File: src/rtl/mode_selector_regs.vh
`ifndef MODE_SELECTOR_REGS_VH
`define MODE_SELECTOR_REGS_VH

// ****************************************
// Clock and timing
// ****************************************
`define CLK_FREQ_HZ      10000000
`define CYCLES_PER_MS    (`CLK_FREQ_HZ / 1000)
`define HOLD_TIME_MS     2000
`define TIMEOUT_TIME_MS  10000
`define DEBOUNCE_TIME_MS 10
`define FLASH_TIME_MS    250
`define TMR_W            27

// ****************************************
// Operating modes, list order
// ****************************************
`define MODE_NORMAL      3'h0
`define MODE_HAND        3'h1
`define MODE_ALIGN       3'h2
`define MODE_BEAM        3'h3
`define MODE_DROP        3'h4
`define MODE_LAST        3'h4
`define MODE_COUNT       5

// ****************************************
// Signal quality bar
// ****************************************
`define LEVEL_W          4
`define GREEN_MIN_LEVEL  4'h3

// ****************************************
// Register byte offsets
// ****************************************
`define REG_CTRL         8'h00
`define REG_STATUS       8'h04
`define REG_IRQ_STATUS   8'h08
`define REG_IRQ_CLEAR    8'h0C
`define REG_IRQ_ENABLE   8'h10

// ****************************************
// Fields and reset values
// ****************************************
`define CTRL_LASER_BIT   0
`define CTRL_REARM_BIT   1
`define CTRL_RESET       1'h1
`define IRQ_W            5
`define IRQ_COMMIT_BIT   0
`define IRQ_TIMEOUT_BIT  1
`define IRQ_DROP_BIT     2
`define IRQ_SHUTOFF_BIT  3
`define IRQ_PEER_BIT     4
`define IRQ_ENABLE_RESET 5'h00

`endif

File: src/rtl/button_debounce.v
`timescale 1ns/100ps
module button_debounce #(
  parameter         W     = 17,
  parameter [W-1:0] LIMIT = 17'h186A0
) (
  // Clock and reset
  input  wire clk_i,
  input  wire rst_i,
  // Button
  input  wire raw_i,
  output reg  clean_o
);

  reg [W-1:0] cnt_reg;

  // Change accepted only after the raw level held steady for LIMIT cycles
  always @(posedge clk_i) begin
    if (rst_i) begin
      cnt_reg <= {W{1'b0}};
      clean_o <= 1'b0;
    end else if (raw_i == clean_o) begin
      cnt_reg <= {W{1'b0}};
    end else if (cnt_reg == LIMIT - 1'b1) begin
      cnt_reg <= {W{1'b0}};
      clean_o <= raw_i;
    end else begin
      cnt_reg <= cnt_reg + 1'b1;
    end
  end

endmodule // button_debounce

File: src/rtl/cycle_timer.v
`timescale 1ns/100ps
module cycle_timer #(
  parameter         W     = 27,
  parameter [W-1:0] LIMIT = 27'h0000010
) (
  // Clock and reset
  input  wire clk_i,
  input  wire rst_i,
  // Control
  input  wire clr_i,
  input  wire run_i,
  output reg  done_o
);

  reg [W-1:0] cnt_reg;

  // Done stays high until cleared
  always @(posedge clk_i) begin
    if (rst_i || clr_i) begin
      cnt_reg <= {W{1'b0}};
      done_o  <= 1'b0;
    end else if (run_i && !done_o) begin
      if (cnt_reg == LIMIT - 1'b1)
        done_o <= 1'b1;
      else
        cnt_reg <= cnt_reg + 1'b1;
    end
  end

endmodule // cycle_timer

File: src/rtl/mode_selector.v
// Register access over Wishbone and the address map were decided locally.
`timescale 1ns/100ps
`include "mode_selector_regs.vh"
module mode_selector #(
  parameter HOLD_CYCLES     = `HOLD_TIME_MS * `CYCLES_PER_MS,
  parameter TIMEOUT_CYCLES  = `TIMEOUT_TIME_MS * `CYCLES_PER_MS,
  parameter DEBOUNCE_CYCLES = `DEBOUNCE_TIME_MS * `CYCLES_PER_MS,
  parameter FLASH_CYCLES    = `FLASH_TIME_MS * `CYCLES_PER_MS
) (
  // Clock and reset
  input  wire                clk_i,
  input  wire                rst_i,
  // Wishbone slave
  input  wire                wb_cyc_i,
  input  wire                wb_stb_i,
  input  wire                wb_we_i,
  input  wire [7:0]          wb_adr_i,
  input  wire [3:0]          wb_sel_i,
  input  wire [31:0]         wb_dat_i,
  output reg  [31:0]         wb_dat_o,
  output reg                 wb_ack_o,
  output reg                 irq_o,
  // Operator panel
  input  wire                mode_button_i,
  output reg  [4:0]          mode_led_o,
  output reg                 drop_red_o,
  output reg  [`LEVEL_W-1:0] bar_level_o,
  // Optical link
  input  wire [`LEVEL_W-1:0] rx_level_i,
  input  wire                link_ok_i,
  output reg                 tx_enable_o,
  output reg                 beam_on_o,
  // Opposing unit
  input  wire                peer_hand_i,
  input  wire                peer_align_req_i,
  input  wire [`LEVEL_W-1:0] peer_level_i,
  output reg                 peer_align_cmd_o,
  output reg  [`LEVEL_W-1:0] peer_level_o
);

  // ****************************************
  // Selector states
  // ****************************************
  localparam [1:0] ST_IDLE = 2'h0;
  localparam [1:0] ST_PICK = 2'h1;
  localparam [1:0] ST_HOLD = 2'h2;

  reg  [1:0]        state_reg;
  reg  [2:0]        active_reg;
  reg  [2:0]        pending_reg;
  reg               btn_d_reg;
  reg               flash_reg;
  reg               commit_reg;
  reg               timeout_reg;
  reg               laser_fit_reg;
  reg  [`IRQ_W-1:0] irq_status_reg;
  reg  [`IRQ_W-1:0] irq_status_next;
  reg  [`IRQ_W-1:0] irq_enable_reg;
  reg  [4:0]        led_next;
  reg               tx_next;
  wire              btn;
  wire              long_hit;
  wire              timeout_hit;
  wire              flash_tick;
  wire              btn_up;
  wire              wb_req;
  wire              wb_wr;
  wire              rearm;
  wire [`IRQ_W-1:0] irq_clear;
  integer           i;

  // Skips the beam mode on units without a pointer laser
  function [2:0] next_mode;
    input [2:0] m;
    input       laser;
    reg   [2:0] n;
    begin
      n = (m == `MODE_LAST) ? `MODE_NORMAL : m + 3'h1;
      if (n == `MODE_BEAM && !laser)
        n = `MODE_DROP;
      next_mode = n;
    end
  endfunction

  // ****************************************
  // Button and timers
  // ****************************************
  button_debounce #(
    .W     (17),
    .LIMIT (DEBOUNCE_CYCLES[16:0])
  ) u_debounce (
    .clk_i   (clk_i),
    .rst_i   (rst_i),
    .raw_i   (mode_button_i),
    .clean_o (btn)
  );

  cycle_timer #(
    .W     (`TMR_W),
    .LIMIT (HOLD_CYCLES[`TMR_W-1:0])
  ) u_hold (
    .clk_i  (clk_i),
    .rst_i  (rst_i),
    .clr_i  (!btn),
    .run_i  (btn),
    .done_o (long_hit)
  );

  // Restarted by any press, cleared when the selection ends
  cycle_timer #(
    .W     (`TMR_W),
    .LIMIT (TIMEOUT_CYCLES[`TMR_W-1:0])
  ) u_timeout (
    .clk_i  (clk_i),
    .rst_i  (rst_i),
    .clr_i  (btn || state_reg != ST_PICK),
    .run_i  (1'b1),
    .done_o (timeout_hit)
  );

  cycle_timer #(
    .W     (`TMR_W),
    .LIMIT (FLASH_CYCLES[`TMR_W-1:0])
  ) u_flash (
    .clk_i  (clk_i),
    .rst_i  (rst_i),
    .clr_i  (flash_tick),
    .run_i  (1'b1),
    .done_o (flash_tick)
  );

  assign btn_up = !btn && btn_d_reg;

  // ****************************************
  // Mode selection
  // ****************************************
  always @(posedge clk_i) begin
    if (rst_i) begin
      state_reg        <= ST_IDLE;
      active_reg       <= `MODE_NORMAL;
      pending_reg      <= `MODE_NORMAL;
      btn_d_reg        <= 1'b0;
      flash_reg        <= 1'b0;
      commit_reg       <= 1'b0;
      timeout_reg      <= 1'b0;
      peer_align_cmd_o <= 1'b0;
    end else begin
      btn_d_reg        <= btn;
      commit_reg       <= 1'b0;
      timeout_reg      <= 1'b0;
      peer_align_cmd_o <= 1'b0;
      if (flash_tick)
        flash_reg <= !flash_reg;
      if (peer_align_req_i && active_reg == `MODE_HAND) begin
        active_reg <= `MODE_ALIGN;
        state_reg  <= ST_IDLE;
        commit_reg <= 1'b1;
      end else begin
        case (state_reg)
          ST_IDLE: begin
            if (btn_up && !long_hit) begin
              pending_reg <= next_mode(active_reg, laser_fit_reg);
              state_reg   <= ST_PICK;
            end
          end
          ST_PICK: begin
            if (long_hit) begin
              state_reg <= ST_HOLD;
            end else if (btn_up) begin
              pending_reg <= next_mode(pending_reg, laser_fit_reg);
            end else if (timeout_hit) begin
              state_reg   <= ST_IDLE;
              timeout_reg <= 1'b1;
            end
          end
          ST_HOLD: begin
            if (btn_up) begin
              active_reg <= pending_reg;
              state_reg  <= ST_IDLE;
              commit_reg <= 1'b1;
              if (pending_reg == `MODE_ALIGN && active_reg == `MODE_HAND && peer_hand_i)
                peer_align_cmd_o <= 1'b1;
            end
          end
          default: begin
            state_reg <= ST_IDLE;
          end
        endcase
      end
    end
  end

  // ****************************************
  // Indicators and data path gating
  // ****************************************
  always @* begin
    led_next = 5'h00;
    for (i = 0; i < `MODE_COUNT; i = i + 1) begin
      // Beam and drop latch modes run on top of normal transfer
      led_next[i] = (active_reg == i[2:0]) ||
                    (i == 0 && (active_reg == `MODE_BEAM || active_reg == `MODE_DROP));
      if (state_reg == ST_PICK && pending_reg == i[2:0])
        led_next[i] = flash_reg;
      if (state_reg == ST_HOLD)
        led_next[i] = (pending_reg == i[2:0]);
    end
  end

  always @* begin
    tx_next = 1'b1;
    if (active_reg == `MODE_ALIGN)
      tx_next = 1'b0;
    else if (active_reg == `MODE_HAND && rx_level_i < `GREEN_MIN_LEVEL)
      tx_next = 1'b0;
  end

  always @(posedge clk_i) begin
    if (rst_i) begin
      mode_led_o   <= 5'h01;
      tx_enable_o  <= 1'b1;
      beam_on_o    <= 1'b0;
      drop_red_o   <= 1'b0;
      bar_level_o  <= {`LEVEL_W{1'b0}};
      peer_level_o <= {`LEVEL_W{1'b0}};
    end else begin
      mode_led_o  <= led_next;
      tx_enable_o <= tx_next;
      beam_on_o   <= (active_reg == `MODE_BEAM);
      // A new link loss wins over a re-arm in the same cycle
      if (active_reg == `MODE_DROP && !link_ok_i)
        drop_red_o <= 1'b1;
      else if (rearm || commit_reg || active_reg != `MODE_DROP)
        drop_red_o <= 1'b0;
      if (active_reg == `MODE_ALIGN) begin
        peer_level_o <= rx_level_i;
        bar_level_o  <= peer_level_i;
      end else begin
        peer_level_o <= {`LEVEL_W{1'b0}};
        bar_level_o  <= rx_level_i;
      end
    end
  end

  // ****************************************
  // Wishbone registers and interrupt
  // ****************************************
  assign wb_req    = wb_cyc_i && wb_stb_i && !wb_ack_o;
  assign wb_wr     = wb_req && wb_we_i && wb_sel_i[0];
  assign rearm     = wb_wr && wb_adr_i == `REG_CTRL && wb_dat_i[`CTRL_REARM_BIT];
  assign irq_clear = (wb_wr && wb_adr_i == `REG_IRQ_CLEAR) ? wb_dat_i[`IRQ_W-1:0]
                                                            : {`IRQ_W{1'b0}};

  // Set wins over a clear arriving in the same cycle
  always @* begin
    irq_status_next = irq_status_reg & ~irq_clear;
    irq_status_next[`IRQ_COMMIT_BIT]  = irq_status_next[`IRQ_COMMIT_BIT] | commit_reg;
    irq_status_next[`IRQ_TIMEOUT_BIT] = irq_status_next[`IRQ_TIMEOUT_BIT] | timeout_reg;
    irq_status_next[`IRQ_DROP_BIT]    = irq_status_next[`IRQ_DROP_BIT] |
                                        (active_reg == `MODE_DROP && !link_ok_i && !drop_red_o);
    irq_status_next[`IRQ_SHUTOFF_BIT] = irq_status_next[`IRQ_SHUTOFF_BIT] |
                                        (tx_enable_o && !tx_next);
    irq_status_next[`IRQ_PEER_BIT]    = irq_status_next[`IRQ_PEER_BIT] |
                                        (peer_align_req_i && active_reg == `MODE_HAND);
  end

  always @(posedge clk_i) begin
    if (rst_i) begin
      wb_ack_o       <= 1'b0;
      wb_dat_o       <= 32'h00000000;
      irq_o          <= 1'b0;
      laser_fit_reg  <= `CTRL_RESET;
      irq_status_reg <= {`IRQ_W{1'b0}};
      irq_enable_reg <= `IRQ_ENABLE_RESET;
    end else begin
      wb_ack_o       <= wb_req;
      irq_status_reg <= irq_status_next;
      irq_o          <= |(irq_status_next & irq_enable_reg);
      if (wb_wr && wb_adr_i == `REG_CTRL)
        laser_fit_reg <= wb_dat_i[`CTRL_LASER_BIT];
      if (wb_wr && wb_adr_i == `REG_IRQ_ENABLE)
        irq_enable_reg <= wb_dat_i[`IRQ_W-1:0];
      wb_dat_o <= 32'h00000000;
      if (wb_req && !wb_we_i) begin
        case (wb_adr_i)
          `REG_CTRL:       wb_dat_o <= {31'h00000000, laser_fit_reg};
          `REG_STATUS:     wb_dat_o <= {21'h000000, drop_red_o, tx_enable_o,
                                        state_reg != ST_IDLE, 1'b0, pending_reg,
                                        1'b0, active_reg};
          `REG_IRQ_STATUS: wb_dat_o <= {27'h0000000, irq_status_reg};
          `REG_IRQ_ENABLE: wb_dat_o <= {27'h0000000, irq_enable_reg};
          default:         wb_dat_o <= 32'h00000000;
        endcase
      end
    end
  end

endmodule // mode_selector

File: config.mk
export PLATFORM = sky130hd
export DESIGN_NAME = mode_selector
export DESIGN_NICKNAME = d
export VERILOG_FILES = /design/src/rtl/button_debounce.v /design/src/rtl/cycle_timer.v /design/src/rtl/mode_selector.v
export VERILOG_INCLUDE_DIRS = /design/src /design/src/rtl
export SDC_FILE = /design/constraint.sdc
export NUM_CORES = 1
export LEC_CHECK = 0
export ABC_CLOCK_PERIOD_IN_PS = 2150
export CORE_ASPECT_RATIO = 1.4
export CORE_MARGIN = 4
export CORE_UTILIZATION = 55
export CTS_CLUSTER_DIAMETER = 200
export CTS_CLUSTER_SIZE = 20
export DETAILED_ROUTE_END_ITERATION = 16
export DONT_BUFFER_PORTS = 1
export GPL_TIMING_DRIVEN = 0
export PLACE_DENSITY = 0.73
export SLEW_MARGIN = 40
export SYNTH_ARGS = -nofsm -noshare
export SYNTH_HDL_FRONTEND = slang
export SYNTH_HIERARCHICAL = 1
export SYNTH_SLANG_ARGS = --single-unit
File: constraint.sdc
create_clock -name clk_i -period 2.15 [get_ports clk_i]
set_input_delay 0.1075 -clock clk_i [delete_from_list [all_inputs] [get_ports clk_i]]
set_output_delay 0.1075 -clock clk_i [all_outputs]
set_load 0.03 [all_outputs]
# After elaboration in Yosys (flattened, before gate mapping)
# Index checks and enable logic that the tools add are counted.
# totals
inputBits	61
wordCells	196
output_inout_bits	51
regBits	176
# classes
muxes	43
n_eq_ne	29
add_sub_neg	6
bitwise_logic	20
order_cmp	1
n_reduce_logical	68
# op_table
operator	count
adder 27 x 1 -> 27 bit, second input constant	3
one-hot mux 11 bit (4 select lines)	1
equality test 27 x 22 -> 1 bit, second input constant	1
equality test 27 x 25 -> 1 bit, second input constant	1
equality test 27 bit, second input constant	1
logical AND 1 bit	26
2-to-1 mux 1 bit	23
2-to-1 mux 3 bit	7
equality test 3 x 2 -> 1 bit, second input constant	6
adder 17 x 1 -> 17 bit, second input constant	1
equality test 17 bit, second input constant	1
equality test 8 x 4 -> 1 bit, second input constant	2
2-to-1 mux 2 bit	8
AND reduction 2 bit	7
inverter 1 bit	12
bitwise AND 5 bit	2
nonzero test 2 bit	5
OR reduction 5 bit	2
zero test 1 bit	9
equality test 8 x 3 -> 1 bit, second input constant	1
equality test 8 x 5 -> 1 bit, second input constant	1
zero test 8 bit	1
logical OR 1 bit	8
!= test 2 bit, second input constant	4
other kinds (24)	34

# Depth between registers and ports, before layout
# Gate-level depths: netlist (run 1).
# logic_depth
word_depth	11
mapped_depth	8
ltp_nobuf	7

# By module
# The synthesis (run 1) kept the hierarchy.
# by_module_without_submodules
module	n_inst	area_each_um2	cells_per_inst	seq_area_each_um2
mode_selector	1	2593.7	302	1041.0
cycle_timer at u_timeout	1	1416.4	166	560.5
cycle_timer at u_hold	1	1392.6	167	560.5
cycle_timer at u_flash	1	1347.5	154	560.5
button_debounce	1	810.8	88	360.3

# Worst setup path after synthesis (run 1)
# No wires, ideal clock.
# synth_timing
path_kind	reg2reg
start	register u_timeout.cnt_reg[8]
end	register u_timeout.cnt_reg[0]
t_required_ns	2.022
path_buffers	1
setup_ns	0.128
slack_ns	0.117
synth_period_minus_slack_ns	2.033
arrival_time_ns	1.905
stages_incl_launch_ff	7
cell_sequence	dfxtp_1 -> or4b_1 -> or4_4 -> o21ai_4 -> buf_6 -> xor2_1 -> nor2_1
# synth_via
elab_chain_cells	3
# synth_lines
element	line	source
start, declared	cycle_timer.v:15	reg [W-1:0] cnt_reg;
start signal, assigned	cycle_timer.v:20	cnt_reg <= {W{1'b0}};
start signal, assigned	cycle_timer.v:26	cnt_reg <= cnt_reg + 1'b1;
equality test 27 bit	cycle_timer.v:23	if (cnt_reg == LIMIT - 1'b1)
inverter 1 bit (no source line)	--	
AND reduction 2 bit (no source line)	--	
# No other way between the ends.
# A chain may end at the register's enable or synchronous reset.

# Final worst setup path (run 1)
# layout_timing
start	register u_hold.cnt_reg[0]
end	register u_hold.cnt_reg[17]
# layout_via
elab_chain_cells	3
word_cells_on_any_way	4
cone_classes	add/sub (1); eq/ne (1); bitwise (1); reduce/logical (1)
# layout_lines
element	line
start, declared	cycle_timer.v:15
start signal, assigned	cycle_timer.v:20
start signal, assigned	cycle_timer.v:26
parallel branches: the longest is 3 deep, another holds adder 27 x 1 -> 27 bit	--
# Several ways; the timed one is not identified.

==> results of run 1 <==
==> cell type report <==
type / count / area, sq um / share of cell area, %
plain buffers: 53 / 309 / 3.50
clock buffers: 22 / 484 / 5.48
clock inverters: 10 / 68.8 / 0.779
inverters: 19 / 71.3 / 0.808
multi-input cells: 678 / 4300 / 48.7
flip-flops and latches: 154 / 3090 / 35.0
well taps: 182 / 228 / 2.58
repair buffers: 28 / 275 / 3.12
==> critical path, cell delays in order, from the launching register on <==
cell and delay [ns]:
dfxtp_1 0.36, ha_4 0.19, and3_1 0.21, and4_4 0.21, a21bo_2 0.21, buf_4 0.18, or4_1 0.50, a21oi_1 0.14
==> what timing repair did <==
action                                  4_1_cts  5_1_grt
pin swaps                                     1        4
endpoints found under the setup margin        7       32
setup buffers                                 1        0
endpoints found under the hold margin        35        0
resized for setup                             3       25
hold buffers                                 26        0
gates cloned                                  1        0
==> metrics by stage <==
step	hold WS [ns]	util [%]	TNS [ns]	setup WS, ns	total power, mW
5_1_grt	0.0239	65.7	0	0.000577	6.06
2_1_floorplan	0.180	-	0	0.117	3.10
3_5_place_dp	0.185	58.7	-0.253	-0.121	3.13
4_1_cts	0.0110	65.0	0	0.0121	5.91
3_3_place_gp	0.183	58.7	-0.357	-0.251	3.13
6_report	0.0201	65.7	0	0.0701	5.87
==> cell usage after synthesis, drive strengths merged, types with 4 or more instances <==
library cell	count	area, sq um
and4	15	133
or2	8	55.1
nand2	69	259
a21oi	53	284
nor2b	13	81.3
clkbuf	19	72.6
or3	20	136
inv	19	71.3
o21ai	30	173
nand4	24	175
nor4bb	5	50.1
xor2	39	342
nor3	19	100
buf	34	229
dfxtp	154	3080
nand3b	6	45.0
nand3	51	273
mux2i	5	50.1
xnor2	24	210
ha	14	175
and3	15	96.3
nand2b	10	65.1
a22o	6	52.6
a21boi	4	30.0
o221ai	4	35.0
nor2	118	443
a22oi	5	37.5
nand4b	5	43.8
nor4b	5	58.8
and2	8	50.1
nor4	15	106
o31ai	7	52.6
or4	12	104
==> logic make-up (layout without fill, tap and decap cells) <==
logic type / Yosys count / count (layout) / synth area share (%)
simple gates: 428 / 428 / 31.4
flops: 154 / 154 / 40.8
compound gates: 138 / 138 / 12.4
buf+inv: 72 / 132 / 4.93
xor+xnor: 63 / 63 / 7.30
fa+ha+maj: 14 / 14 / 2.32
mux: 6 / 6 / 0.811
other cells: 2 / 29 / 0.0993
==> where the power goes <==
group	switching, mW	internal [mW]	leakage (nW)
Clock	1.16	1.59	0.268
Sequential	0.0182	2.86	1.24
Combinational	0.143	0.0897	1.50
Total	1.32	4.55	3.01
==> worst paths after layout <==
kind	endpoint	from	cells after the start	slack, ns
worst max-delay path	u_hold/cnt_reg[17]$_SDFFE_PP0P_	u_hold/cnt_reg[0]$_SDFFE_PP0P_	7	0.07
worst min register to register	u_debounce/cnt_reg[0]$_SDFF_PP0_	u_debounce/cnt_reg[0]$_SDFF_PP0_	1	0.46
worst max register to register	u_hold/cnt_reg[17]$_SDFFE_PP0P_	u_hold/cnt_reg[0]$_SDFFE_PP0P_	7	0.07
worst min-delay path	wb_dat_o[3]$_SDFF_PP0_	wb_we_i	3	0.02
==> metal layers <==
| metal | vias up | global-route usage [%] |
|---|---|---|
| met2 | 160 | 40.8 |
| met4 | 0 | 11.3 |
| met5 | - | 0 |
| met3 | 38 | 4.48 |
| met1 | 3043 | 25.9 |
| li1 | 3218 | - |
==> flow_summary.toml, run 1 <==
[status]
outcome = "finished, final reports clean"

[detailed_routing]
wirelength_microns = 17700
wl_met3_microns = 747
dr.first_iter.drc_count = 334
firstDrtPassIters = 5
drcViolationCount = 0
top_layer = "met4"
drtAntennaViolNets = 0
wl_per_cell_microns = 15.5
vias = 6459
met1Wirelength_microns = 7200
wl_met2_microns = 9210
avgViaCountPerCell = 5.64

[synth]
avgSynthCellArea_sq_um = 8.62
syn-instance-count = 877
ys_ff_latch = 154
ys_types = 83
async_flop_share_pct = 0
synth_enable_flop_cells = 0
synthFlopType = "dfxtp_1"
yosysWarnings = 6
yosysSeqAreaShare_pct = 40.8
syn-cell-area_sq_um = 7560

[sta]
final-hold-violation-count = 0
worstMarginPinSlew_ns = 0.761
post-route-period-util_pct = 96.7
fmax_mhz = 481
slew_headroom_pct = 48.8
setup_violations = 0
slew_violations = 0
rsz0062_at_grt = "no"
clock_skew_ns = 0.00691
period_minus_slack_ns = 2.08

[die]
die_area_sq_um = 15700
rows = 50
die_w_microns = 107
ioPinCount = 112
die_h_microns = 147
core_sq_um = 13500
start_util_pct = 56.2

[finish]
drive_above_1_share_pct = 14.3
layout.nets = 1026
syn_to_final_growth_pct = 16.8
layout_common_cells = "dfxtp_1 (148), nor2_1 (118), nand2_1 (69), a21oi_1 (48), nand3_1 (48)"
n_antenna_cell = 0
instances_no_fill = 1146
fillers = 1148
mostFrequentLayoutCell = "dfxtp_1"
final_area_sq_um = 8830

[clock_network]
cts_sinks = 154
htree_levels = 4
clk_latency_ns = 0.43
cts_made_buffers = 17
clk_pin_slew_ns = 0.06
cts_tree = "yes"
cts.root.buffer_cell = "clkbuf_16"
cts.path.max_buffers = 2

[placement]
dp_hpwl_microns = 12300
place_area_sq_um = 7900
gp_congestion = 0.902
placed_cells = 1086
port-buffer-count = 0

[setup_path]
crit_type = "reg2reg"
cp-start-kind = "register"
cp-end-kind = "register"
worstPathArrival_ns = 2.43
critPathMaxFanout = 10
cp.required_ns = 2.50

[grt]
antenna_found_initial = 0
grt_overflow_total = 0
track_usage_pct = 23.0
grt_pass1_vias = 6192
grt_start_max_net_pins = 17
grt_pass1_wl_microns = 29400

[power_and_ir_drop]
ir_drop_uv = 516
power_density_nw_per_um2 = 664
p_leak_nw = 3.01

[worst_hold_path]
min_path_type = "in2reg"

[job]
drv_cap = 0
Note: power is estimated with default switching activity, not from simulation.
==> run 2, diff against run 1 <==
--- a/config.mk
+++ b/config.mk
@@ -9,13 +9,13 @@
 export ABC_CLOCK_PERIOD_IN_PS = 2150
 export CORE_ASPECT_RATIO = 1.4
 export CORE_MARGIN = 4
-export CORE_UTILIZATION = 55
+export CORE_UTILIZATION = 58
 export CTS_CLUSTER_DIAMETER = 200
 export CTS_CLUSTER_SIZE = 20
 export DETAILED_ROUTE_END_ITERATION = 16
 export DONT_BUFFER_PORTS = 1
 export GPL_TIMING_DRIVEN = 0
-export PLACE_DENSITY = 0.73
+export PLACE_DENSITY = 0.76
 export SLEW_MARGIN = 40
 export SYNTH_ARGS = -nofsm -noshare
 export SYNTH_HDL_FRONTEND = slang
==> run 2 against run 1 <==
Net effect: die area down 4.8%; wire length up 2.1%; maximum frequency down 1.3%; flip-flop and latch count unchanged; clock skew down 0.00056 ns; clock power up 16%.
==> flow_summary.toml, run 2 (synthesis gave the netlist of run 1 again) <==
[status]
outcome = "finished, final reports clean"

[sta]
fmax_mhz = 475
final-hold-violation-count = 0
setup_violations = 0
post-route-period-util_pct = 98.0
slew_headroom_pct = 44.8
fin_ws_ns = 0.0428
worstMarginPinSlew_ns = 0.822
slew_violations = 0
clock_skew_ns = 0.00635
period_minus_slack_ns = 2.11

[power_and_ir_drop]
ir_drop_uv = 441
p_sw_mw = 1.33
sequentialPowerShare_pct = 45.7
switching_share_pct = 21.1
combinationalPowerShare_pct = 3.7
power_mw = 6.31
power_density_nw_per_um2 = 713
p_int_mw = 4.98
power.share.clock_pct = 50.6
p_leak_nw = 3.07

[die]
die_area_sq_um = 15000
die_h_microns = 143
ioPinCount = 112
die_w_microns = 104
start_util_pct = 59.0
core_sq_um = 12800
rows = 49

[worst_hold_path]
min_from = "mode_button_i"
min_path_type = "in2reg"

[placement]
port-buffer-count = 0
gp_congestion = 0.950
dp_hpwl_microns = 12500
place_ws_ns = -0.0559

[finish]
syn_to_final_growth_pct = 17.1
mostFrequentLayoutCell = "dfxtp_1"
drive_above_1_share_pct = 14.5
layout_common_cells = "dfxtp_1 (147), nor2_1 (118), nand2_1 (69), nand3_1 (49), a21oi_1 (47)"
n_antenna_cell = 0
layout.nets = 1026
fin_util_pct = 69.1

[grt]
grt_start_max_net_pins = 17
antenna_found_initial = 0
track_usage_pct = 24.5
grt_overflow_total = 0
grt_pass1_vias = 6366
grt_pass1_wl_microns = 29900

[setup_path]
r2r-start = "wb_ack_o$_SDFF_PP0_"
crit_start = "wb_ack_o$_SDFF_PP0_"
cp_common_cell = "nand3b_1"
critPathMaxStageDelay_ns = 0.58
crit_type = "reg2reg"
cp_top_family = "simple AND/OR/NAND/NOR gates"
worstPathArrival_ns = 2.41
crit_buf_inv = 1
cp-end-kind = "register"
cpMaxStageDelayCell = "dlygate4sd3_1"
crit_chain = "nand3b_1 > nor3_2 > nand3_1 > nand3b_1 > a211oi_1 > dlygate4sd3_1"
cp-start-kind = "register"
critPathMaxFanout = 4
cp.required_ns = 2.45

[clock_network]
clk_pin_slew_ns = 0.06
clk_latency_ns = 0.42
cts_made_buffers = 17
cts.root.buffer_cell = "clkbuf_16"
cts_sinks = 154
htree_levels = 4
cts.path.max_buffers = 2
cts_tree = "yes"

[job]
drv_cap = 0

[detailed_routing]
dr.first_iter.drc_count = 299
firstDrtPassIters = 5
drtAntennaViolNets = 0
avgViaCountPerCell = 5.83
vias = 6501
drcViolationCount = 0
wirelength_microns = 18100
wl_per_cell_microns = 16.2
run 2: per-stage QoR:
step                      cells  instance area (sq um)  hold WS, ns  setup TNS (ns)
after detailed placement   1057                   7870        0.186          -0.151
final                      1116                   8860       0.0348               0
after global routing       1116                   8860       0.0225         -0.0300
after CTS                  1114                   8760       0.0162               0
after floorplan             904                   7660        0.180               0
after global placement     1057                   7850        0.185          -0.473
run 2: path summary, 6_finish.rpt:
path	to	cells past startpoint	slack (ns)
max reg2reg	drop_red_o$_SDFFE_PP0P_	6	0.04
min	u_debounce/cnt_reg[2]$_SDFF_PP0_	3	0.03
max	drop_red_o$_SDFFE_PP0P_	6	0.04
min reg2reg	u_debounce/cnt_reg[0]$_SDFF_PP0_	1	0.46
run 2: metal layers:
layer / track usage, % / part of all wire [%] / up-vias
li1: - / - / 3221
met1: 26.3 / 40 / 3031
met2: 45.1 / 53 / 202
met3: 5.16 / 4.8 / 47
met4: 12.7 / 3.1 / 0
met5: 0 / 0 / -
run 2: worst min-delay path: stages:
cell	delay, ns
xor2_1	0.04
or2b_2	0.20
nor2_1	0.06
run 2: power by group through the flow:
stage | registers (mW) | clock network (mW) | logic (mW)
after global placement | 2.95 | 0 | 0.181
final | 2.88 | 3.20 | 0.233
after floorplan | 2.94 | 0 | 0.157
after CTS | 2.88 | 3.24 | 0.224
after detailed placement | 2.95 | 0 | 0.183
after global routing | 2.88 | 3.35 | 0.253
run 2: layout make-up:
| type | count | area [sq um] |
|---|---|---|
| Buffer | 52 | 304 |
| Tap cell | 153 | 191 |
| Inverter | 19 | 71.3 |
| Clock buffer | 21 | 470 |
| Timing Repair Buffer | 29 | 275 |
| Multi-Input combinational cell | 678 | 4290 |
| Clock inverter | 10 | 164 |
| Sequential cell | 154 | 3090 |
| Fill cell | 1047 | 3960 |
run 2: repair_timing:
action	in CTS	in global routing
pin swaps	1	3
hold endpoints to repair	35	0
hold buffers	24	0
setup buffers	1	3
endpoints found under the setup margin	6	36
gates cloned	1	0
gates resized for setup	3	26
==> run 3, diff against run 2 <==
--- a/config.mk
+++ b/config.mk
@@ -6,6 +6,7 @@
 export SDC_FILE = /design/constraint.sdc
 export NUM_CORES = 1
 export LEC_CHECK = 0
+export ABC_AREA = 1
 export ABC_CLOCK_PERIOD_IN_PS = 2150
 export CORE_ASPECT_RATIO = 1.4
 export CORE_MARGIN = 4
==> run 3 against run 2 <==
Net effect: flip-flop and latch count did not move; critical endpoint is now u_hold/cnt_reg[25]$_SDFFE_PP0P_; largest power group unchanged; largest cell class unchanged; synthesized cell count up 61%; register-to-register slack improved by 0.15 ns; count of clock-buffer cells in the layout down 4; worst hold slack lost 0.016 ns; cell area rose by 19%.
==> flow_summary.toml, run 3 <==
[status]
outcome = "finished, final reports clean"

[placement]
port-buffer-count = 0
gp_congestion = 0.969
place_ws_ns = -0.0229
dp_hpwl_microns = 16500
place_area_sq_um = 9710

[sta]
worstMarginPinSlew_ns = 0.806
slew_headroom_pct = 46.2
setup_violations = 0
slew_violations = 0
period_minus_slack_ns = 1.96
tns_ns = 0
fin_ws_ns = 0.195
rsz0062_at_grt = "no"
final-hold-violation-count = 0
fmax_mhz = 511
clock_skew_ns = 0.00847
post-route-period-util_pct = 90.9

[synth]
yosysSeqAreaShare_pct = 32.9
syn-cell-area_sq_um = 9380
ys_ff_latch = 154
ys_types = 48
syn-instance-count = 1414
synthFlopType = "dfxtp_1"
synth_enable_flop_cells = 0
synth_top_area_share_pct = 32.9
yosysWarnings = 6
yosysMostFrequentCell = "nand2_1"
synthTopCellsByCount = "nand2_1 (401), nor2_1 (228), dfxtp_1 (154)"
synth_area_leaders = "dfxtp_1 (33%), nand2_1 (16%), nor2_1 (9.1%)"
avgSynthCellArea_sq_um = 6.64
yosys.area.top_type = "dfxtp_1"
async_flop_share_pct = 0

[finish]
syn_to_final_growth_pct = 12.6
n_antenna_cell = 0
final_area_sq_um = 10600
drive_above_1_share_pct = 14.1
fillers = 1414
mostFrequentLayoutCell = "nand2_1"
layout.area.seq_sq_um = 3080
multi_input_area_sq_um = 5450
layout.nets = 1552
layout_common_cells = "nand2_1 (401), nor2_1 (227), dfxtp_1 (154), inv_1 (137), nand3_1 (87)"

[setup_path]
cp.required_ns = 2.51
cp_common_cell = "nand2_1"
worstPathArrival_ns = 2.31
critPathMaxStageDelay_ns = 0.35
crit_chain = "ha_1 > inv_1 > nor2_4 > nand2_4 > inv_2 > nand2_1 > nor2_1 > nor2_2 > buf_2 > nand2_1 > a21oi_2"
cp-end-kind = "register"
critPathMaxFanout = 10
cpMaxStageDelayCell = "dfxtp_1"
crit_type = "reg2reg"
cp-start-kind = "register"

[detailed_routing]
vias = 8831
drtAntennaViolNets = 0
drcViolationCount = 0
firstDrtPassIters = 5
wl_per_cell_microns = 13.1
wirelength_microns = 22100
avgViaCountPerCell = 5.24
dr.first_iter.drc_count = 483

[die]
die_w_microns = 116
die_area_sq_um = 18300
rows = 54
ioPinCount = 112
die_h_microns = 159
start_util_pct = 59.6
core_sq_um = 15700

[clock_network]
cts_made_buffers = 17
post_cts_buffers = 0
htree_levels = 4
cts_sinks = 154
cts.root.buffer_cell = "clkbuf_16"
clk_latency_ns = 0.43
cts.path.max_buffers = 2
cts_tree = "yes"
clk_pin_slew_ns = 0.07

[power_and_ir_drop]
switching_share_pct = 24.0
combinationalPowerShare_pct = 4.3
power_density_nw_per_um2 = 602
p_leak_nw = 3.80
p_int_mw = 4.84
p_sw_mw = 1.53
power.share.clock_pct = 50.5
sequentialPowerShare_pct = 45.2
ir_drop_uv = 764

[grt]
grt_overflow_total = 0
grt_pass1_vias = 8385
track_usage_pct = 25.0
antenna_found_initial = 0
grt_pass1_wl_microns = 37500
grt_start_max_net_pins = 17

[job]
drv_cap = 0

[worst_hold_path]
min_path_type = "in2reg"
-- run 3: changes by cell type after synthesis, sizes merged, moves of 13 or more --
cell   previous run  this run
or3              20         0
a21oi            53        91
inv              19       149
nor4             15         1
and4             15         0
nor2            118       261
nand3            51        90
xor2             39        26
nand2            69       444
and3             15         0
-- run 3: power by group through the flow --
stage / Clock, mW / Combinational, mW / Sequential, mW
2_1_floorplan: 0 / 0.199 / 2.94
3_3_place_gp: 0 / 0.231 / 2.94
3_5_place_dp: 0 / 0.233 / 2.94
4_1_cts: 3.27 / 0.270 / 2.88
5_1_grt: 3.43 / 0.299 / 2.88
6_report: 3.21 / 0.273 / 2.88
-- run 3: what timing repair did --
| action | in CTS | in global routing |
|---|---|---|
| endpoints found under the hold margin | 53 | 0 |
| endpoints found under the setup margin | 4 | 1 |
| hold buffers | 22 | 0 |
| gates resized for setup | 1 | 1 |
-- run 3: per-stage QoR --
| stage | total power, mW | util, % | hold WS, ns | cells |
|---|---|---|---|---|
| after floorplan | 3.14 | - | 0.238 | 1436 |
| after global placement | 3.17 | 61.7 | 0.243 | 1632 |
| after detailed placement | 3.18 | 61.7 | 0.254 | 1632 |
| after CTS | 6.42 | 67.1 | 0.0103 | 1686 |
| after global routing | 6.61 | 67.1 | 0.0284 | 1686 |
| final | 6.36 | 67.1 | 0.0188 | 1686 |
-- run 3: worst paths after layout --
check                                   start                                to  slack, ns  depth (start not counted)
max            u_hold/cnt_reg[0]$_SDFFE_PP0P_   u_hold/cnt_reg[25]$_SDFFE_PP0P_       0.19                         11
min                               wb_adr_i[0]            wb_dat_o[3]$_SDFF_PP0_       0.02                          5
max reg2reg    u_hold/cnt_reg[0]$_SDFFE_PP0P_   u_hold/cnt_reg[25]$_SDFFE_PP0P_       0.19                         11
min reg2reg  u_debounce/cnt_reg[0]$_SDFF_PP0_  u_debounce/cnt_reg[0]$_SDFF_PP0_       0.47                          1
-- run 3: cells by family (layout without fill, tap and decap cells) --
kind of cell / Yosys count / after routing / share of synthesized area (%)
buf+inv: 198 / 252 / 10.1
simple gates: 854 / 854 / 41.0
fa+ha+maj: 14 / 14 / 1.87
other cells: 2 / 24 / 0.0800
compound gates: 146 / 146 / 9.88
flops: 154 / 154 / 32.9
xor+xnor: 46 / 46 / 4.29
-- run 3: layout make-up --
class | count | share of cell area, %
flip-flops and latches | 154 | 29.2
plain buffers | 49 | 3.64
inverters | 149 | 5.29
well taps | 196 | 2.32
clock buffers | 17 | 4.03
clock inverters | 15 | 1.92
repair buffers | 22 | 2.08
multi-input cells | 1084 | 51.5
-- run 3: critical path: cells and delay by family, from the launching register on --
kind	cells	cell delay, ns
AND/OR/NAND/NOR	6	0.64
buffers and inverters	3	0.51
flip-flops	1	0.35
adder cells (fa/ha/maj)	1	0.25
AO/OA/AOI/OAI	1	0.12
-- run 3: layer usage --
layer  global-route usage (%)  routed length (microns)  up-vias
li1                         -                        -     4558
met1                     28.0                     9070     4006
met2                     46.4                    11500      214
met3                     3.88                      875       53
met4                     10.6                      642        0
met5                        0                        0        -
